**config.mk**
```make
export PLATFORM = sky130hd
export DESIGN_NAME = sdram_pattern_mem_flat
export DESIGN_NICKNAME = d
export VERILOG_FILES = /design/src/verilog/sdram_cal_pkg.sv /design/src/verilog/sdram_link_if.sv /design/src/verilog/sdram_pattern_mem.sv /design/src/flat_wrapper.sv
export SDC_FILE = /design/constraint.sdc
export NUM_CORES = 1
export LEC_CHECK = 0
export BUFFER_PORTS_ARGS = -buffer_cell sky130_fd_sc_hd__buf_2
export CAP_MARGIN = 40
export CORE_MARGIN = 4
export CORE_UTILIZATION = 42
export CTS_BUF_LIST = sky130_fd_sc_hd__clkbuf_16
export DETAILED_ROUTE_END_ITERATION = 6
export GPL_ROUTABILITY_DRIVEN = 0
export GPL_TIMING_DRIVEN = 0
export PLACE_DENSITY = 0.73
export SYNTH_ARGS = -nofsm -noshare
export SYNTH_HDL_FRONTEND = slang
export SYNTH_SLANG_ARGS = --single-unit
```
**constraint.sdc**
```tcl
create_clock -name clk -period 4.1 [get_ports clk]
set_clock_uncertainty 0.15 [all_clocks]
set_input_delay 0.205 -clock clk [delete_from_list [all_inputs] [get_ports clk]]
set_output_delay 0.205 -clock clk [all_outputs]
set_load 0.02 [all_outputs]
```
**src/verilog/sdram_cal_pkg.sv**
```systemverilog
// Constants shared by the memory-side model and the command issuer.
// Assumes both ends run on one clock; one beat of data per clock.
package sdram_cal_pkg;
  localparam int BANK_W = 3;
  localparam int ROW_W = 14;
  localparam int NUM_BANKS = 8;
  localparam int DQ_W = 16;
  localparam int TIMER_W = 8;
  localparam int BURST_W = 4;
  // Address bit positions
  localparam int CHOP_BIT = 12;
  localparam int AUTOCLOSE_BIT = 10;
  localparam int NIBBLE_BIT = 2;
  localparam int PAT_EN_BIT = 2;
  localparam logic [1:0] LOC_PATTERN = 2'h0;
  localparam logic [7:0] CAL_PATTERN = 8'hAA; // beat index = bit number, starting at bit 0 or 4
  localparam logic [BURST_W-1:0] BEATS_EIGHT = 4'h8;
  localparam logic [BURST_W-1:0] BEATS_FOUR = 4'h4;
  localparam logic [2:0] NIBBLE_HIGH = 3'h4;
  // Clock counts at 4 ns per cycle
  localparam int CLK_PS = 4000;
  localparam int PRECHARGE_PERIOD_PS = 13750;
  localparam int MODE_SET_CMD_DELAY_PS = 16000;
  localparam int MODE_SET_UPDATE_DELAY_PS = 60000;
  localparam int PATTERN_READ_RECOVERY_PS = 4000;
  localparam logic [TIMER_W-1:0] PRECHARGE_CYC = TIMER_W'((PRECHARGE_PERIOD_PS + CLK_PS - 1) / CLK_PS);
  localparam logic [TIMER_W-1:0] MODE_SET_CYC =
    TIMER_W'((MODE_SET_CMD_DELAY_PS + MODE_SET_UPDATE_DELAY_PS + CLK_PS - 1) / CLK_PS);
  localparam logic [TIMER_W-1:0] RECOVERY_CYC = TIMER_W'((PATTERN_READ_RECOVERY_PS + CLK_PS - 1) / CLK_PS);
  localparam logic [TIMER_W-1:0] COLUMN_CMD_SPACING = 8'h04;
  localparam logic [TIMER_W-1:0] ADDITIVE_LATENCY = 8'h00;
  localparam logic [TIMER_W-1:0] CAS_LATENCY = 8'h06;
  localparam logic [TIMER_W-1:0] READ_LATENCY = TIMER_W'(ADDITIVE_LATENCY + CAS_LATENCY);
  // Pending countdown: two register stages follow it before the first beat
  localparam logic [TIMER_W-1:0] READ_PIPE_CYC = TIMER_W'(ADDITIVE_LATENCY + CAS_LATENCY - 2);
  // Bus command codes
  typedef enum logic [2:0] {
    CMD_NOP, CMD_ACTIVATE, CMD_PRECHARGE, CMD_PRECHARGE_ALL,
    CMD_READ, CMD_WRITE, CMD_MODE_SET
  } mem_cmd_t;
  // Avalon register map of the command issuer
  localparam logic [3:0] REG_CMD = 4'h0;
  localparam logic [3:0] REG_ADDR = 4'h4;
  localparam logic [3:0] REG_STATUS = 4'h8;
  localparam logic [3:0] REG_DATA = 4'hC;
endpackage : sdram_cal_pkg

```
**src/verilog/sdram_link_if.sv**
```systemverilog
// Command and data link between the command issuer and the memory model.
// Assumes one shared clock; issuer drives commands, memory drives data.
`timescale 1ns/100ps
`default_nettype none
interface sdram_link_if;
  import sdram_cal_pkg::*;
  mem_cmd_t cmd;
  logic [BANK_W-1:0] bank;
  logic [ROW_W-1:0] addr;
  logic [DQ_W-1:0] dq;
  logic dq_valid;
  modport memory (input cmd, bank, addr, output dq, dq_valid);
  modport issuer (output cmd, bank, addr, input dq, dq_valid);
endinterface : sdram_link_if
`default_nettype wire

```
**src/verilog/sdram_pattern_mem.sv**
```systemverilog
// Memory-side model: bank state, calibration pattern readout, bursts.
// Assumes the issuer keeps the command spacing and mode-set waits.
//
// Implementation choices: the address map and the Avalon-MM interface to the registers.
`timescale 1ns/100ps
`default_nettype none
module sdram_pattern_mem
  import sdram_cal_pkg::*;
(
  // Clock and reset
  input wire logic clk,
  input wire logic resetn,
  // Link
  sdram_link_if.memory link,
  // Status
  output logic pattern_mode,
  output logic [NUM_BANKS-1:0] bank_open,
  output logic [NUM_BANKS-1:0] bank_ready,
  output logic [ROW_W-1:0] open_row [NUM_BANKS],
  output logic illegal_cmd
);
  logic [1:0] loc_reg;
  logic [TIMER_W-1:0] lat_reg [NUM_BANKS];
  logic [TIMER_W-1:0] pipe_cnt_reg;
  logic [BURST_W-1:0] beats_reg;
  logic [2:0] beat_idx_reg;
  logic pend_reg;
  logic pend_pattern_reg;
  logic [BURST_W-1:0] pend_beats_reg;
  logic [2:0] pend_start_reg;
  logic [ROW_W-1:0] pend_col_reg;
  logic [ROW_W-1:0] burst_col_reg;
  logic burst_pattern_reg;
  logic is_read;

  assign is_read = (link.cmd == CMD_READ);

  // Mode set: enable bit and location
  always_ff @(posedge clk or negedge resetn) begin
    if (!resetn) begin
      pattern_mode <= 1'b0;
      loc_reg <= 2'h0;
    end else if (link.cmd == CMD_MODE_SET) begin
      pattern_mode <= link.addr[PAT_EN_BIT];
      loc_reg <= link.addr[1:0];
    end
  end

  // Per-bank open flags, rows and precharge timers
  genvar b;
  generate
    for (b = 0; b < NUM_BANKS; b++) begin : g_bank
      logic hit;
      assign hit = (link.bank == BANK_W'(b));
      always_ff @(posedge clk or negedge resetn) begin
        if (!resetn) begin
          bank_open[b] <= 1'b0;
          open_row[b] <= '0;
          lat_reg[b] <= '0;
        end else begin
          if (link.cmd == CMD_ACTIVATE && hit) begin
            bank_open[b] <= 1'b1;
            open_row[b] <= link.addr;
          end else if ((link.cmd == CMD_PRECHARGE && hit) || link.cmd == CMD_PRECHARGE_ALL) begin
            bank_open[b] <= 1'b0;
            lat_reg[b] <= PRECHARGE_CYC;
          end else if (lat_reg[b] != '0) begin
            lat_reg[b] <= lat_reg[b] - 1'b1;
          end
        end
      end
      assign bank_ready[b] = !bank_open[b] && (lat_reg[b] == '0);
    end
  endgenerate

  // Flags commands not allowed while pattern mode is on
  always_ff @(posedge clk or negedge resetn) begin
    if (!resetn) begin
      illegal_cmd <= 1'b0;
    end else begin
      illegal_cmd <= pattern_mode && (link.cmd != CMD_NOP) && !is_read
                     && (link.cmd != CMD_MODE_SET);
    end
  end

  // Read accepted: wait read latency, then burst
  always_ff @(posedge clk or negedge resetn) begin
    if (!resetn) begin
      pend_reg <= 1'b0;
      pend_pattern_reg <= 1'b0;
      pend_beats_reg <= '0;
      pend_start_reg <= '0;
      pend_col_reg <= '0;
      pipe_cnt_reg <= '0;
    end else if (is_read) begin
      pend_reg <= 1'b1;
      pend_pattern_reg <= pattern_mode;
      pend_beats_reg <= link.addr[CHOP_BIT] ? BEATS_EIGHT : BEATS_FOUR;
      pend_start_reg <= link.addr[NIBBLE_BIT] ? NIBBLE_HIGH : 3'h0;
      pend_col_reg <= link.addr;
      pipe_cnt_reg <= READ_PIPE_CYC;
    end else if (pend_reg) begin
      if (pipe_cnt_reg == '0) begin
        pend_reg <= 1'b0;
      end else begin
        pipe_cnt_reg <= pipe_cnt_reg - 1'b1;
      end
    end
  end

  // Burst sequencer
  always_ff @(posedge clk or negedge resetn) begin
    if (!resetn) begin
      beats_reg <= '0;
      beat_idx_reg <= '0;
      burst_pattern_reg <= 1'b0;
      burst_col_reg <= '0;
    end else if (pend_reg && pipe_cnt_reg == '0) begin
      beats_reg <= pend_beats_reg;
      beat_idx_reg <= pend_start_reg;
      burst_pattern_reg <= pend_pattern_reg;
      burst_col_reg <= pend_col_reg;
    end else if (beats_reg != '0) begin
      beats_reg <= beats_reg - 1'b1;
      beat_idx_reg <= beat_idx_reg + 1'b1;
    end
  end

  // Data out: pattern bit copied to all lanes, array returns column
  always_ff @(posedge clk or negedge resetn) begin
    if (!resetn) begin
      link.dq <= '0;
      link.dq_valid <= 1'b0;
    end else begin
      link.dq_valid <= (beats_reg != '0);
      if (beats_reg == '0) begin
        link.dq <= '0;
      end else if (burst_pattern_reg) begin
        // Reserved locations read as zero
        link.dq <= (loc_reg == LOC_PATTERN && CAL_PATTERN[beat_idx_reg]) ? '1 : '0;
      end else begin
        link.dq <= DQ_W'({burst_col_reg[ROW_W-1:3], beat_idx_reg});
      end
    end
  end
endmodule : sdram_pattern_mem
`default_nettype wire

```
**src/flat_wrapper.sv**
```systemverilog
// flat-port wrapper written by rule: the top's interface ports become plain ports
module sdram_pattern_mem_flat import sdram_cal_pkg::*;
  (clk, resetn, pattern_mode, bank_open, bank_ready, open_row, illegal_cmd, link_cmd, link_bank, link_addr, link_dq, link_dq_valid);
  sdram_link_if link_i ();
  input wire logic clk;
  input wire logic resetn;
  output logic pattern_mode;
  output logic [NUM_BANKS-1:0] bank_open;
  output logic [NUM_BANKS-1:0] bank_ready;
  output logic [ROW_W-1:0] open_row[NUM_BANKS];
  output logic illegal_cmd;
  input wire logic [$bits(link_i.cmd)-1:0] link_cmd;
  input wire logic [$bits(link_i.bank)-1:0] link_bank;
  input wire logic [$bits(link_i.addr)-1:0] link_addr;
  output wire logic [$bits(link_i.dq)-1:0] link_dq;
  output wire logic [$bits(link_i.dq_valid)-1:0] link_dq_valid;
  assign link_i.cmd = link_cmd;
  assign link_i.bank = link_bank;
  assign link_i.addr = link_addr;
  assign link_dq = link_i.dq;
  assign link_dq_valid = link_i.dq_valid;
  sdram_pattern_mem u_core (.clk(clk), .resetn(resetn), .link(link_i), .pattern_mode(pattern_mode), .bank_open(bank_open), .bank_ready(bank_ready), .open_row(open_row), .illegal_cmd(illegal_cmd));
endmodule
```
---- Word level (Yosys, flattened, before mapping) ----
Memory sizes are Yosys's and may differ from the RTL's.
Cells that the tools add are included.
W data, S select, Z words.
cells by class
  multiplexer cells ....................... 48
  add/subtract/negate cells ............... 11
  equal/unequal tests ..................... 14
  reductions and logical operators ........ 95
  $lt $le $gt $ge ......................... 1
  bitwise gates (word level) .............. 8
operators by type and width
  kind                   count
  $mux W8                19
  $logic_not A8 Y1       9
  $sub A8 B1 Y8 const B  9
  $reduce_bool A8 Y1     8
  $mux W16               3
  $reduce_bool A2 Y1     18
  $logic_and A1 B1 Y1    29
  $mux W1                20
  $eq A3 B3 Y1 const B   6
  $reduce_and A2 Y1      9
  $eq A3 B2 Y1 const B   4
  $mux W4                3
  $logic_not A1 Y1       9
  $mux W3                3
  $logic_or A1 B1 Y1     8
  $not A1 Y1             8
  $eq A3 B1 Y1 const B   2
  $logic_not A4 Y1       1
  $lt A3 B4 Y1 const B   1
  $reduce_bool A4 Y1     1
  $sub A4 B1 Y4 const B  1
  $add A3 B1 Y3 const B  1
  $logic_not A3 Y1       1
  $ne A3 B3 Y1 const B   1
  other kinds (3)        3
word-level totals
  ROM bits ................................ 8
  output and inout port bits .............. 147
  register bits ........................... 258
  input bits .............................. 22
  word-level logic and storage cells ...... 217
  memories ................................ 1
memories
  memory           words  bits a word  read ports  clocked after Yosys merged registers in  write ports  RTL line                  RTL
  (no name shown)  8      1            1           0                                        0            sdram_pattern_mem.sv:140  link.dq <= (loc_reg == LOC_PATTERN && CAL_PATTERN[beat_idx_reg]) ? '1 : '0;

---- Depth between registers and ports, before layout ----
Gate-level depths: netlist of the first run.
  depth after elaboration ................. 6
  mapped depth ............................ 7
  depth with buffers taken out ............ 7

---- Least setup slack after synthesis of the first run ----
OpenSTA, ideal clock, no wires.
  path type ............................... reg-to-output
  start point ............................. reg u_core.lat_reg[40] in the netlist's numbering
  end point ............................... out bank_ready[2]
  arrival time ............................ 1.741 ns
  setup slack ............................. 2.004 ns
  cell stages (with the launch flop) ...... 6
  path buffers ............................ 0
  path through ............................ dfrtp_1 > inv_1 > ha_1 > nor4b_1 > nand2_1 > nor2_1
between the ends
  cells in the longest elaborated chain, start to end .. 2
ends and longest elaborated chain
  item                               RTL line                 RTL
  from (decl)                        sdram_pattern_mem.sv:23  logic [TIMER_W-1:0] lat_reg [NUM_BANKS];
  from (signal, indexed assignment)  sdram_pattern_mem.sv:68  lat_reg[b] <= lat_reg[b] - 1'b1;
  $logic_not A8 Y1                   sdram_pattern_mem.sv:72  assign bank_ready[b] = !bank_open[b] && (lat_reg[b] == '0);
  $logic_and A1 B1 Y1                sdram_pattern_mem.sv:72
  to (decl)                          flat_wrapper.sv:9        output logic [NUM_BANKS-1:0] bank_ready;
No other way between the ends.

---- Final worst setup path of the first run ----
  start point ............................. reg u_core.lat_reg[13] in the netlist's numbering
  end point ............................... out bank_ready[6]
Same word-level chain as after synthesis.

==> results of run 1 <==
==> placed cells by master, fill, tap and decap left out, types with 20 or more instances in the layout <==
cell type / n
nand2_1: 205
inv_1: 31
clkbuf_16: 27
nor2_1: 53
mux2_2: 85
ha_1: 20
dfrtp_1: 246
o21ai_0: 28
o21a_1: 25
clkbuf_1: 22
buf_2: 171
a21oi_1: 27
==> path summary, 6_finish.rpt <==
check                           cells after the start  slack (ns)                start                     end
worst max-delay path                                4        1.29   u_core.lat_reg[13]           bank_ready[6]
worst min-delay path                                3        0.05        link_addr[12]     u_core.open_row[68]
worst max register to register                      7        1.77  u_core.beats_reg[0]  u_core.beat_idx_reg[2]
worst min register to register                      2        0.32  u_core.open_row[50]     u_core.open_row[50]
max in group asynchronous                           3        3.11               resetn     u_core.open_row[49]
min in group asynchronous                           3        0.07               resetn      u_core.lat_reg[20]
==> layout make-up <==
type | count | area (um^2)
timing repair buffer | 172 | 996.0
fill | 2333 | 12640
inverter | 30 | 112.6
sequential | 246 | 6156
multi-input combinational | 684 | 4507
clock buffer | 27 | 675.6
tap | 335 | 419.2
clock inverter | 22 | 207.7
buffer | 53 | 272.8
==> worst max-delay path, cell delays in order (launching register included) <==
cell     delay, ns
dfrtp_1       0.40
or4_1         0.57
or3_1         0.45
nor2_1        0.28
buf_2         0.23
==> power by group <==
group / internal (mW) / switching, mW
registers: 3.18 / 0.515
clock network: 1.45 / 0.977
logic: 1.27 / 1.73
==> cell families (layout without fill, tap and decap cells) <==
family | after synthesis | count (layout) | share of synthesized area (%)
xor gates and xnor gates | 13 | 13 | 1.031
AOI/OAI and AO/OA | 151 | 151 | 9.581
DFF | 246 | 246 | 55.72
muxes | 103 | 103 | 10.31
and+or+nand+nor | 397 | 397 | 17.61
adders and majority gates | 20 | 20 | 2.265
buffers and inverters | 83 | 304 | 3.488
==> metal layers <==
metal  share of wire (%)  routed length, um  vias to the layer above  track usage (%)
li1                    -                  -                     3912                -
met1                  43              11840                     4071            25.23
met2                  49              13510                      208            31.45
met3                 5.3               1452                       50            3.391
met4                 2.7                741                        0            5.521
met5                   0                  0                        -                0
==> through the flow <==
step | utilization [%] | worst slack (ns)
finish | 51.36 | 1.287
global route | 51.36 | 1.166
CTS | 51.34 | 1.035
detailed placement | 47.37 | 1.627
global placement | 47.10 | -1.781
floorplan | - | 2.004
==> flow_summary_export.csv, run 1 <==
group,metric,value,unit
timing,max_freq,355.5,MHz
timing,fin_crit_sh,68.61,%
logic_synthesis,ys_seq_elements,246,
logic_synthesis,ys_top_cells_by_area,"dfrtp_1 (56%), mux2_2 (8.7%), nand2_1 (7.0%)",
pwr,p_leak,6.652,nW
timing,finalHoldWorstSlack,0.04777,ns
logic_synthesis,synth_area,11050,um^2
layout,n_antenna_cell,0,
job,cap_violations,0,
clock_tree,ctsResizeCount,0,
placement,dpl_cell_area,12310,um^2
clock_tree,postCtsSetupBuffers,0,
clock_tree,cts_buffer_depth,3,
logic_synthesis,ys_warn_count,0,
placement,hpwlAfterDp,19400,um
logic_synthesis,synth_cell_types,73,
floorplan,initial_utilization,42.52,%
timing,worstMarginPinSlew,0.9107,ns
logic_synthesis,yosysSeqAreaShare,55.72,%
logic_synthesis,synth_flop_cell,"dfrtp_1",
pwr,total_power,9.116,mW
global_routing,antenna_found_initial,0,
logic_synthesis,synth_cells,1013,
layout,final_area,13350,um^2
layout,syn2layout_area_growth,20.80,%
floorplan,dieWidth,170.2,um
global_routing,grt_pass1_wl,44510,um
clock_tree,cts_tree,"done",
logic_synthesis,synth.most_common_cell,"dfrtp_1",
logic_synthesis,synth_commonest_cells,"dfrtp_1 (246), nand2_1 (205), mux2_2 (85)",
layout,largest_reg_flops,112,
global_routing,overflow,0,
routing,drt_first_pass_iters,5,
clock_tree,cts_hold_buf,14,
clock_tree,cts_buffers,27,
logic_synthesis,async_reset_ff_share,100.0,%
global_routing,grt_pass1_vias,8297,
timing,tns,0,ns
logic_synthesis,avgSynthCellArea,10.91,um^2
setup_path,critPathKind,"reg2out",
floorplan,pin_count,169,
routing,post-route-drc-count,0,
layout,drive_gt1_share,28.20,%
routing,drt_iter0_drc,493,
routing,wire_per_inst,17.55,um
setup_path,cp-end-kind,"output port",
routing,wl,27540,um
placement,port_buffers,154,
timing,finalSetupViolations,0,
routing,vias,8241,
clock_tree,clk_pin_slew,0.07,ns
floorplan,die-area,28960,um^2
layout,final_nets,1256,
timing,slew_violations,0,
pwr,irDropWorstVdd,0.4526,mV
logic_synthesis,synth_top_area_cell,"dfrtp_1",
hold_path,holdCritPathClass,"in2reg",
clock_tree,clk_latency,0.53,ns
logic_synthesis,synth_top_area_share,55.72,%
clock_tree,root_buffer,"clkbuf_16",
setup_path,cp-start-kind,"register",
timing,hold_viol_final,0,
logic_synthesis,synth-edff-count,0,
setup_path,worstPathRequired,3.74,ns
timing,timing.final.crit_period,2.813,ns
setup_path,cp_max_fo,4,
floorplan,core_area,25980,um^2
clock_tree,cts_sinks,246,
clock_tree,cts-htree-levels,1,
placement,dp.cells,1505,
global_routing,track_usage,18.81,%
routing,vias_per_cell,5.252,
floorplan,rows,59,
routing,drtAntennaViolNets,0,
floorplan,die_y,170.2,um
outcome,run_status,"finished, final reports clean",
global_routing,grt_max_degree,125,
layout,final_cells,1569,
timing,grt_setup_unrepaired,"no",
setup_path,arrival,2.46,ns
pwr,p_per_area,683.0,nW/um^2
logic_synthesis,syn_nets,1055,
timing,slew-limit-headroom,38.82,%
No activity file was read; power rests on OpenSTA's default activity.
==> run 2, diff against run 1 <==
- ABC_AREA: default -> 1
- clock period: 4.1 -> 2.6 ns (I/O delays scaled with it)
==> flow_summary_export.csv, run 2 <==
group,metric,value,unit
pwr,irDropWorstVdd,0.4932,mV
timing,grt_setup_unrepaired,"no",
pwr,p_leak,7.041,nW
timing,timing.final.crit_period,2.157,ns
hold_path,holdCritPathClass,"in2reg",
timing,worstMarginPinSlew,0.7264,ns
timing,slew_violations,0,
routing,drt_iter0_drc,782,
clock_tree,root_buffer,"clkbuf_16",
layout,final_common_cell,"nand2_1",
placement,dp.cells,1830,
clock_tree,cts_tree,"done",
layout,nFillCells,2471,
hold_path,hold-path-endpoint,"u_core.open_row[83]",
clock_tree,cts_buffers,27,
layout,final_area,13510,um^2
logic_synthesis,syn_nets,1367,
layout,final_cell_mix,"nand2_1 (399), dfrtp_1 (246), buf_2 (181)",
floorplan,core_area,26130,um^2
global_routing,grt_max_degree,106,
logic_synthesis,synth_cells,1325,
placement,hpwlAfterDp,20670,um
pwr,p_per_area,1105,nW/um^2
routing,vias,9624,
hold_path,min_from,"link_addr[13]",
timing,finalHoldWorstSlack,0.02387,ns
setup_path,arrival,1.88,ns
global_routing,grt_pass1_wl,48710,um
setup_path,cp-end-kind,"output port",
outcome,run_status,"finished, final reports clean",
clock_tree,cts_sinks,246,
floorplan,pin_count,169,
floorplan,die_y,171.1,um
clock_tree,clk_latency,0.54,ns
layout,syn2layout_area_growth,21.02,%
timing,hold_viol_final,0,
setup_path,rr_startpoint,"u_core.pipe_cnt_reg[0]",
logic_synthesis,avgSynthCellArea,8.427,um^2
placement,port_buffers,168,
layout,final_cells,1890,
logic_synthesis,synth_top_area_share,55.13,%
clock_tree,clk_pin_slew,0.06,ns
layout,n_antenna_cell,0,
setup_path,cp_max_fo,5,
clock_tree,cts_buffer_depth,3,
routing,drtAntennaViolNets,0,
routing,wl,30240,um
clock_tree,cts-htree-levels,1,
logic_synthesis,synth_cell_types,32,
logic_synthesis,synth_top_area_cell,"dfrtp_1",
setup_path,critPathKind,"reg2out",
floorplan,initial_utilization,42.73,%
placement,dpl_cell_area,12490,um^2
logic_synthesis,ys_top_cells_by_area,"dfrtp_1 (55%), nand2_1 (13%), o21ai_0 (7.3%)",
pwr,total_power,14.94,mW
logic_synthesis,async_reset_ff_share,100.0,%
global_routing,track_usage,20.74,%
layout,final_nets,1578,
global_routing,grt_pass1_vias,9243,
logic_synthesis,ys_warn_count,0,
logic_synthesis,synth_flop_cell,"dfrtp_1",
timing,slew-limit-headroom,51.52,%
setup_path,cp-start-kind,"register",
routing,drt_first_pass_iters,5,
logic_synthesis,ys_seq_elements,246,
layout,drive_gt1_share,17.75,%
logic_synthesis,synth.most_common_cell,"nand2_1",
logic_synthesis,synth-edff-count,0,
floorplan,rows,59,
setup_path,r2r-end,"u_core.beats_reg[2]",
floorplan,die-area,29260,um^2
logic_synthesis,synth_area,11170,um^2
setup_path,worstPathRequired,2.32,ns
timing,finalSetupViolations,0,
layout,fin_util,51.71,%
logic_synthesis,yosysSeqAreaShare,55.13,%
hold_path,min_path_cells,3,
job,cap_violations,0,
routing,wire_per_inst,16.00,um
setup_path,reg2reg_setup_slack,0.82,ns
timing,final.setup.worst_slack,0.4435,ns
routing,post-route-drc-count,0,
global_routing,overflow,0,
timing,tns,0,ns
global_routing,antenna_found_initial,1,
routing,vias_per_cell,5.092,
layout,largest_reg_flops,112,
logic_synthesis,synth_commonest_cells,"nand2_1 (399), dfrtp_1 (246), o21ai_0 (162)",
setup_path,ff2ff_path_depth,8,
floorplan,dieWidth,171.1,um
placement,pre_cts_ws,0.8374,ns
timing,max_freq,463.7,MHz
timing,fin_crit_sh,82.94,%
## run 2: cell count changes after synthesis, sizes merged, moves of 17 or more
cell,delta
a21oi,-21
nor2,+63
mux2,-86
inv,+92
or3,-17
nand2,+206
o21ai,+171
mux2i,-17
nand3,+95
o21a,-21
## run 2: worst max-delay path by stage
stage,depth (start not counted),end,slack (ns),start
4_1_cts,6,bank_ready[6],0.46,u_core.lat_reg[11]
5_1_grt,6,bank_ready[3],0.35,u_core.lat_reg[34]
6_report,6,bank_ready[6],0.44,u_core.lat_reg[11]
3_3_place_gp,1,u_core.open_row[104],-3.15,resetn
2_1_floorplan,8,u_core.beats_reg[0],1.03,u_core.pipe_cnt_reg[0]
3_5_place_dp,8,u_core.beat_idx_reg[0],0.84,u_core.pipe_cnt_reg[0]
## run 2: what timing repair did
| item | in CTS | in global routing |
|---|---|---|
| endpoints found under the hold margin | 257 | 0 |
| buffers inserted | 0 | 0 |
| hold buffers | 12 | 0 |
| resized for setup | 0 | 0 |
## run 2: per-layer routing
layer	global-route usage, %	part of all wire (%)
met4	5.443	2.6
met5	0	0.043
met1	27.54	43
met3	4.506	6.8
met2	34.75	48
## run 2: kinds of logic (layout without fill, tap and decap cells)
family          count (synthesis)  after routing  synth area share (%)
fa+ha+maj                      20             20                 2.241
buf+inv                       164            394                 6.712
flops                         246            246                 55.13
simple gates                  664            664                 24.82
xor+xnor                       13             13                 1.020
compound gates                218            218                 10.07
## run 2: cell type report
class | count | area, um^2 | area share [%]
Clock buffer | 27 | 675.6 | 5.000
Clock inverter | 21 | 216.5 | 1.602
Inverter | 121 | 454.2 | 3.361
Timing Repair Buffer | 182 | 1036 | 7.667
Tap cell | 335 | 419.2 | 3.102
Sequential cell | 246 | 6156 | 45.56
Multi-Input combinational cell | 915 | 4260 | 31.53
Buffer | 43 | 295.3 | 2.185
## run 2: worst max-delay path: stages (launching register included)
cell and delay, ns:
dfrtp_1 0.43, nor2_1 0.28, nand2_1 0.09, nor2_1 0.13, inv_1 0.07, nor2_1 0.16
buf_2 0.20
## run 2: power breakdown
| part | switching, mW | total, mW | internal, mW | leakage (nW) |
|---|---|---|---|---|
| registers | 0.888 | 5.89 | 5.01 | 3.13 |
| logic | 3.29 | 5.18 | 1.89 | 3.48 |
| clock network | 1.57 | 3.86 | 2.29 | 0.429 |
==> run 3, diff against run 2 <==
- ABC_AREA: 1 -> 0
- PLACE_DENSITY: 0.73 -> 0.75
- clock period: 2.6 -> 1.8 ns (I/O delays scaled with it)
==> flow_summary_export.csv, run 3 (same netlist as run 1, synthesis figures left out) <==
group,metric,value,unit
hold_path,holdCritPathClass,"in2async",
clock_tree,cts_buffer_depth,3,
job,cap_violations,0,
layout,nFillCells,2171,
setup_path,path_cells,"or4_4, or3_4, nor2_4, buf_6",
placement,dp.cells,1505,
clock_tree,clk_pin_slew,0.06,ns
setup_path,critPathKind,"reg2out",
layout,final_common_cell,"dfrtp_1",
clock_tree,clk_latency,0.53,ns
timing,final.setup.worst_slack,-0.5240,ns
global_routing,grt_pass1_wl,46830,um
routing,wire_per_inst,18.27,um
pwr,p_per_area,1603,nW/um^2
global_routing,antenna_found_initial,2,
placement,hpwlAfterDp,19500,um
pwr,p_leak,7.158,nW
setup_path,cp-start-kind,"register",
floorplan,dieWidth,170.2,um
layout,regArea,6165,um^2
timing,fin_crit_sh,129.1,%
routing,drt_iter0_drc,621,
setup_path,cp_max_fo,2,
outcome,run_status,"finished with violations",
layout,drive_gt1_share,40.17,%
layout,final_cells,1649,
routing,vias_per_cell,5.332,
routing,wl,30130,um
clock_tree,cts_sinks,246,
timing,finalSetupViolations,40,
clock_tree,cts_buffers,28,
global_routing,grt_pass1_vias,8767,
timing,slew-limit-headroom,51.65,%
setup_path,worstPathRequired,1.56,ns
clock_tree,cts_tree,"done",
setup_path,path_buf_inv,1,
layout,syn2layout_area_growth,32.93,%
global_routing,track_usage,19.88,%
layout,final_cell_mix,"dfrtp_1 (239), nand2_1 (201), buf_2 (162)",
layout,largest_reg_flops,112,
layout,final_nets,1333,
outcome,violations,"negative setup slack",
placement,port_buffers,154,
setup_path,cpPeakStageDelay,0.54,ns
floorplan,die-area,28960,um^2
routing,drtAntennaViolNets,0,
pwr,irDropWorstVdd,1.212,mV
setup_path,cp-end-kind,"output port",
timing,tns,-6.007,ns
floorplan,rows,59,
timing,grt_setup_unrepaired,"yes",
routing,vias,8792,
timing,max_freq,430.3,MHz
floorplan,die_y,170.2,um
layout,multi_input_area,5152,um^2
global_routing,grt_max_degree,126,
setup_path,arrival,2.08,ns
routing,drt_first_pass_iters,5,
floorplan,initial_utilization,42.52,%
floorplan,core_area,25980,um^2
timing,slew_violations,0,
setup_path,crit_family,"simple AND/OR/NAND/NOR gates",
timing,hold_viol_final,0,
floorplan,pin_count,169,
timing,worstMarginPinSlew,0.7204,ns
global_routing,overflow,0,
setup_path,slowest_stage,"or4_4",
timing,timing.final.crit_period,2.324,ns
clock_tree,root_buffer,"clkbuf_16",
clock_tree,cts-htree-levels,1,
routing,post-route-drc-count,0,
==> run 3: cell count changes in the layout (fill, tap and decap cells not counted), sizes merged, moves of 21 or more <==
cell and change:
nand2 -206, nand3 -95, a21oi +21, o21a +21, inv -86, buf +62, o21ai -171, mux2 +86
nor2 -63
==> run 3: final cells by class <==
class                           count  share of cell area, %
Sequential cell                   246                  41.97
Clock inverter                     22                 0.9371
Antenna cell                        2                0.03408
Inverter                           30                 0.7838
Buffer                             49                  1.806
Tap cell                          335                  2.854
Timing Repair Buffer              252                  11.59
Clock buffer                       29                  4.941
Multi-Input combinational cell    684                  35.08
==> run 3: metal layers <==
metal  GRT usage [%]  routed length [um]  vias to the layer above
met5               0                   0                        -
met4           7.083                1021                        0
met3           3.647                1680                       72
met2           32.79               14810                      294
met1           26.48               12620                     4335
li1                -                   -                     4091
==> run 3: tightest hold or removal path: stages <==
cell and delay (ns):
dlygate4sd3_1 0.56, buf_8 0.11, buf_16 0.41
==> run 3: timing repair <==
| action | CTS | global route |
|---|---|---|
| gates cloned | 1 | 0 |
| hold buffers | 16 | 0 |
| endpoints found under the setup margin | 87 | 76 |
| hold endpoints to repair | 231 | 0 |
| pin swaps | 35 | 35 |
| buffers inserted | 49 | 35 |
| resized for setup | 104 | 74 |
==> run 3: worst paths after layout <==
| path | depth (start not counted) | start | slack (ns) | endpoint |
|---|---|---|---|---|
| min | 3 | resetn | 0.05 | u_core.lat_reg[50] |
| min in group clk | 3 | link_cmd[2] | 0.05 | u_core.loc_reg[0] |
| min reg2reg | 2 | u_core.open_row[40] | 0.32 | u_core.open_row[40] |
| max in group asynchronous | 4 | resetn | 0.35 | u_core.pend_reg |
| max | 4 | u_core.lat_reg[12] | -0.52 | bank_ready[6] |
| max reg2reg | 5 | u_core.lat_reg[60] | -0.25 | u_core.lat_reg[63] |
==> run 3: stage by stage <==
step                instance area (um^2)  setup WS (ns)  total power, mW  hold slack (ns)  util [%]
global placement                   12340         -3.915            15.19           0.2460     47.48
CTS                                14200        -0.6047            22.55         0.005482     54.65
global route                       14690        -0.5616            24.93          0.02318     56.52
finish                             14690        -0.5240            23.54          0.04706     56.52
floorplan                          11150       -0.06607            13.42          -0.3556         -
detailed placement                 12410        -0.3601            15.56          0.06204     47.75
==> run 3: where the power goes <==
group / total, mW / internal [mW] / switching (mW)
clock network: 5.34 / 3.06 / 2.29
registers: 8.66 / 7.26 / 1.40
logic: 9.54 / 4.59 / 4.95
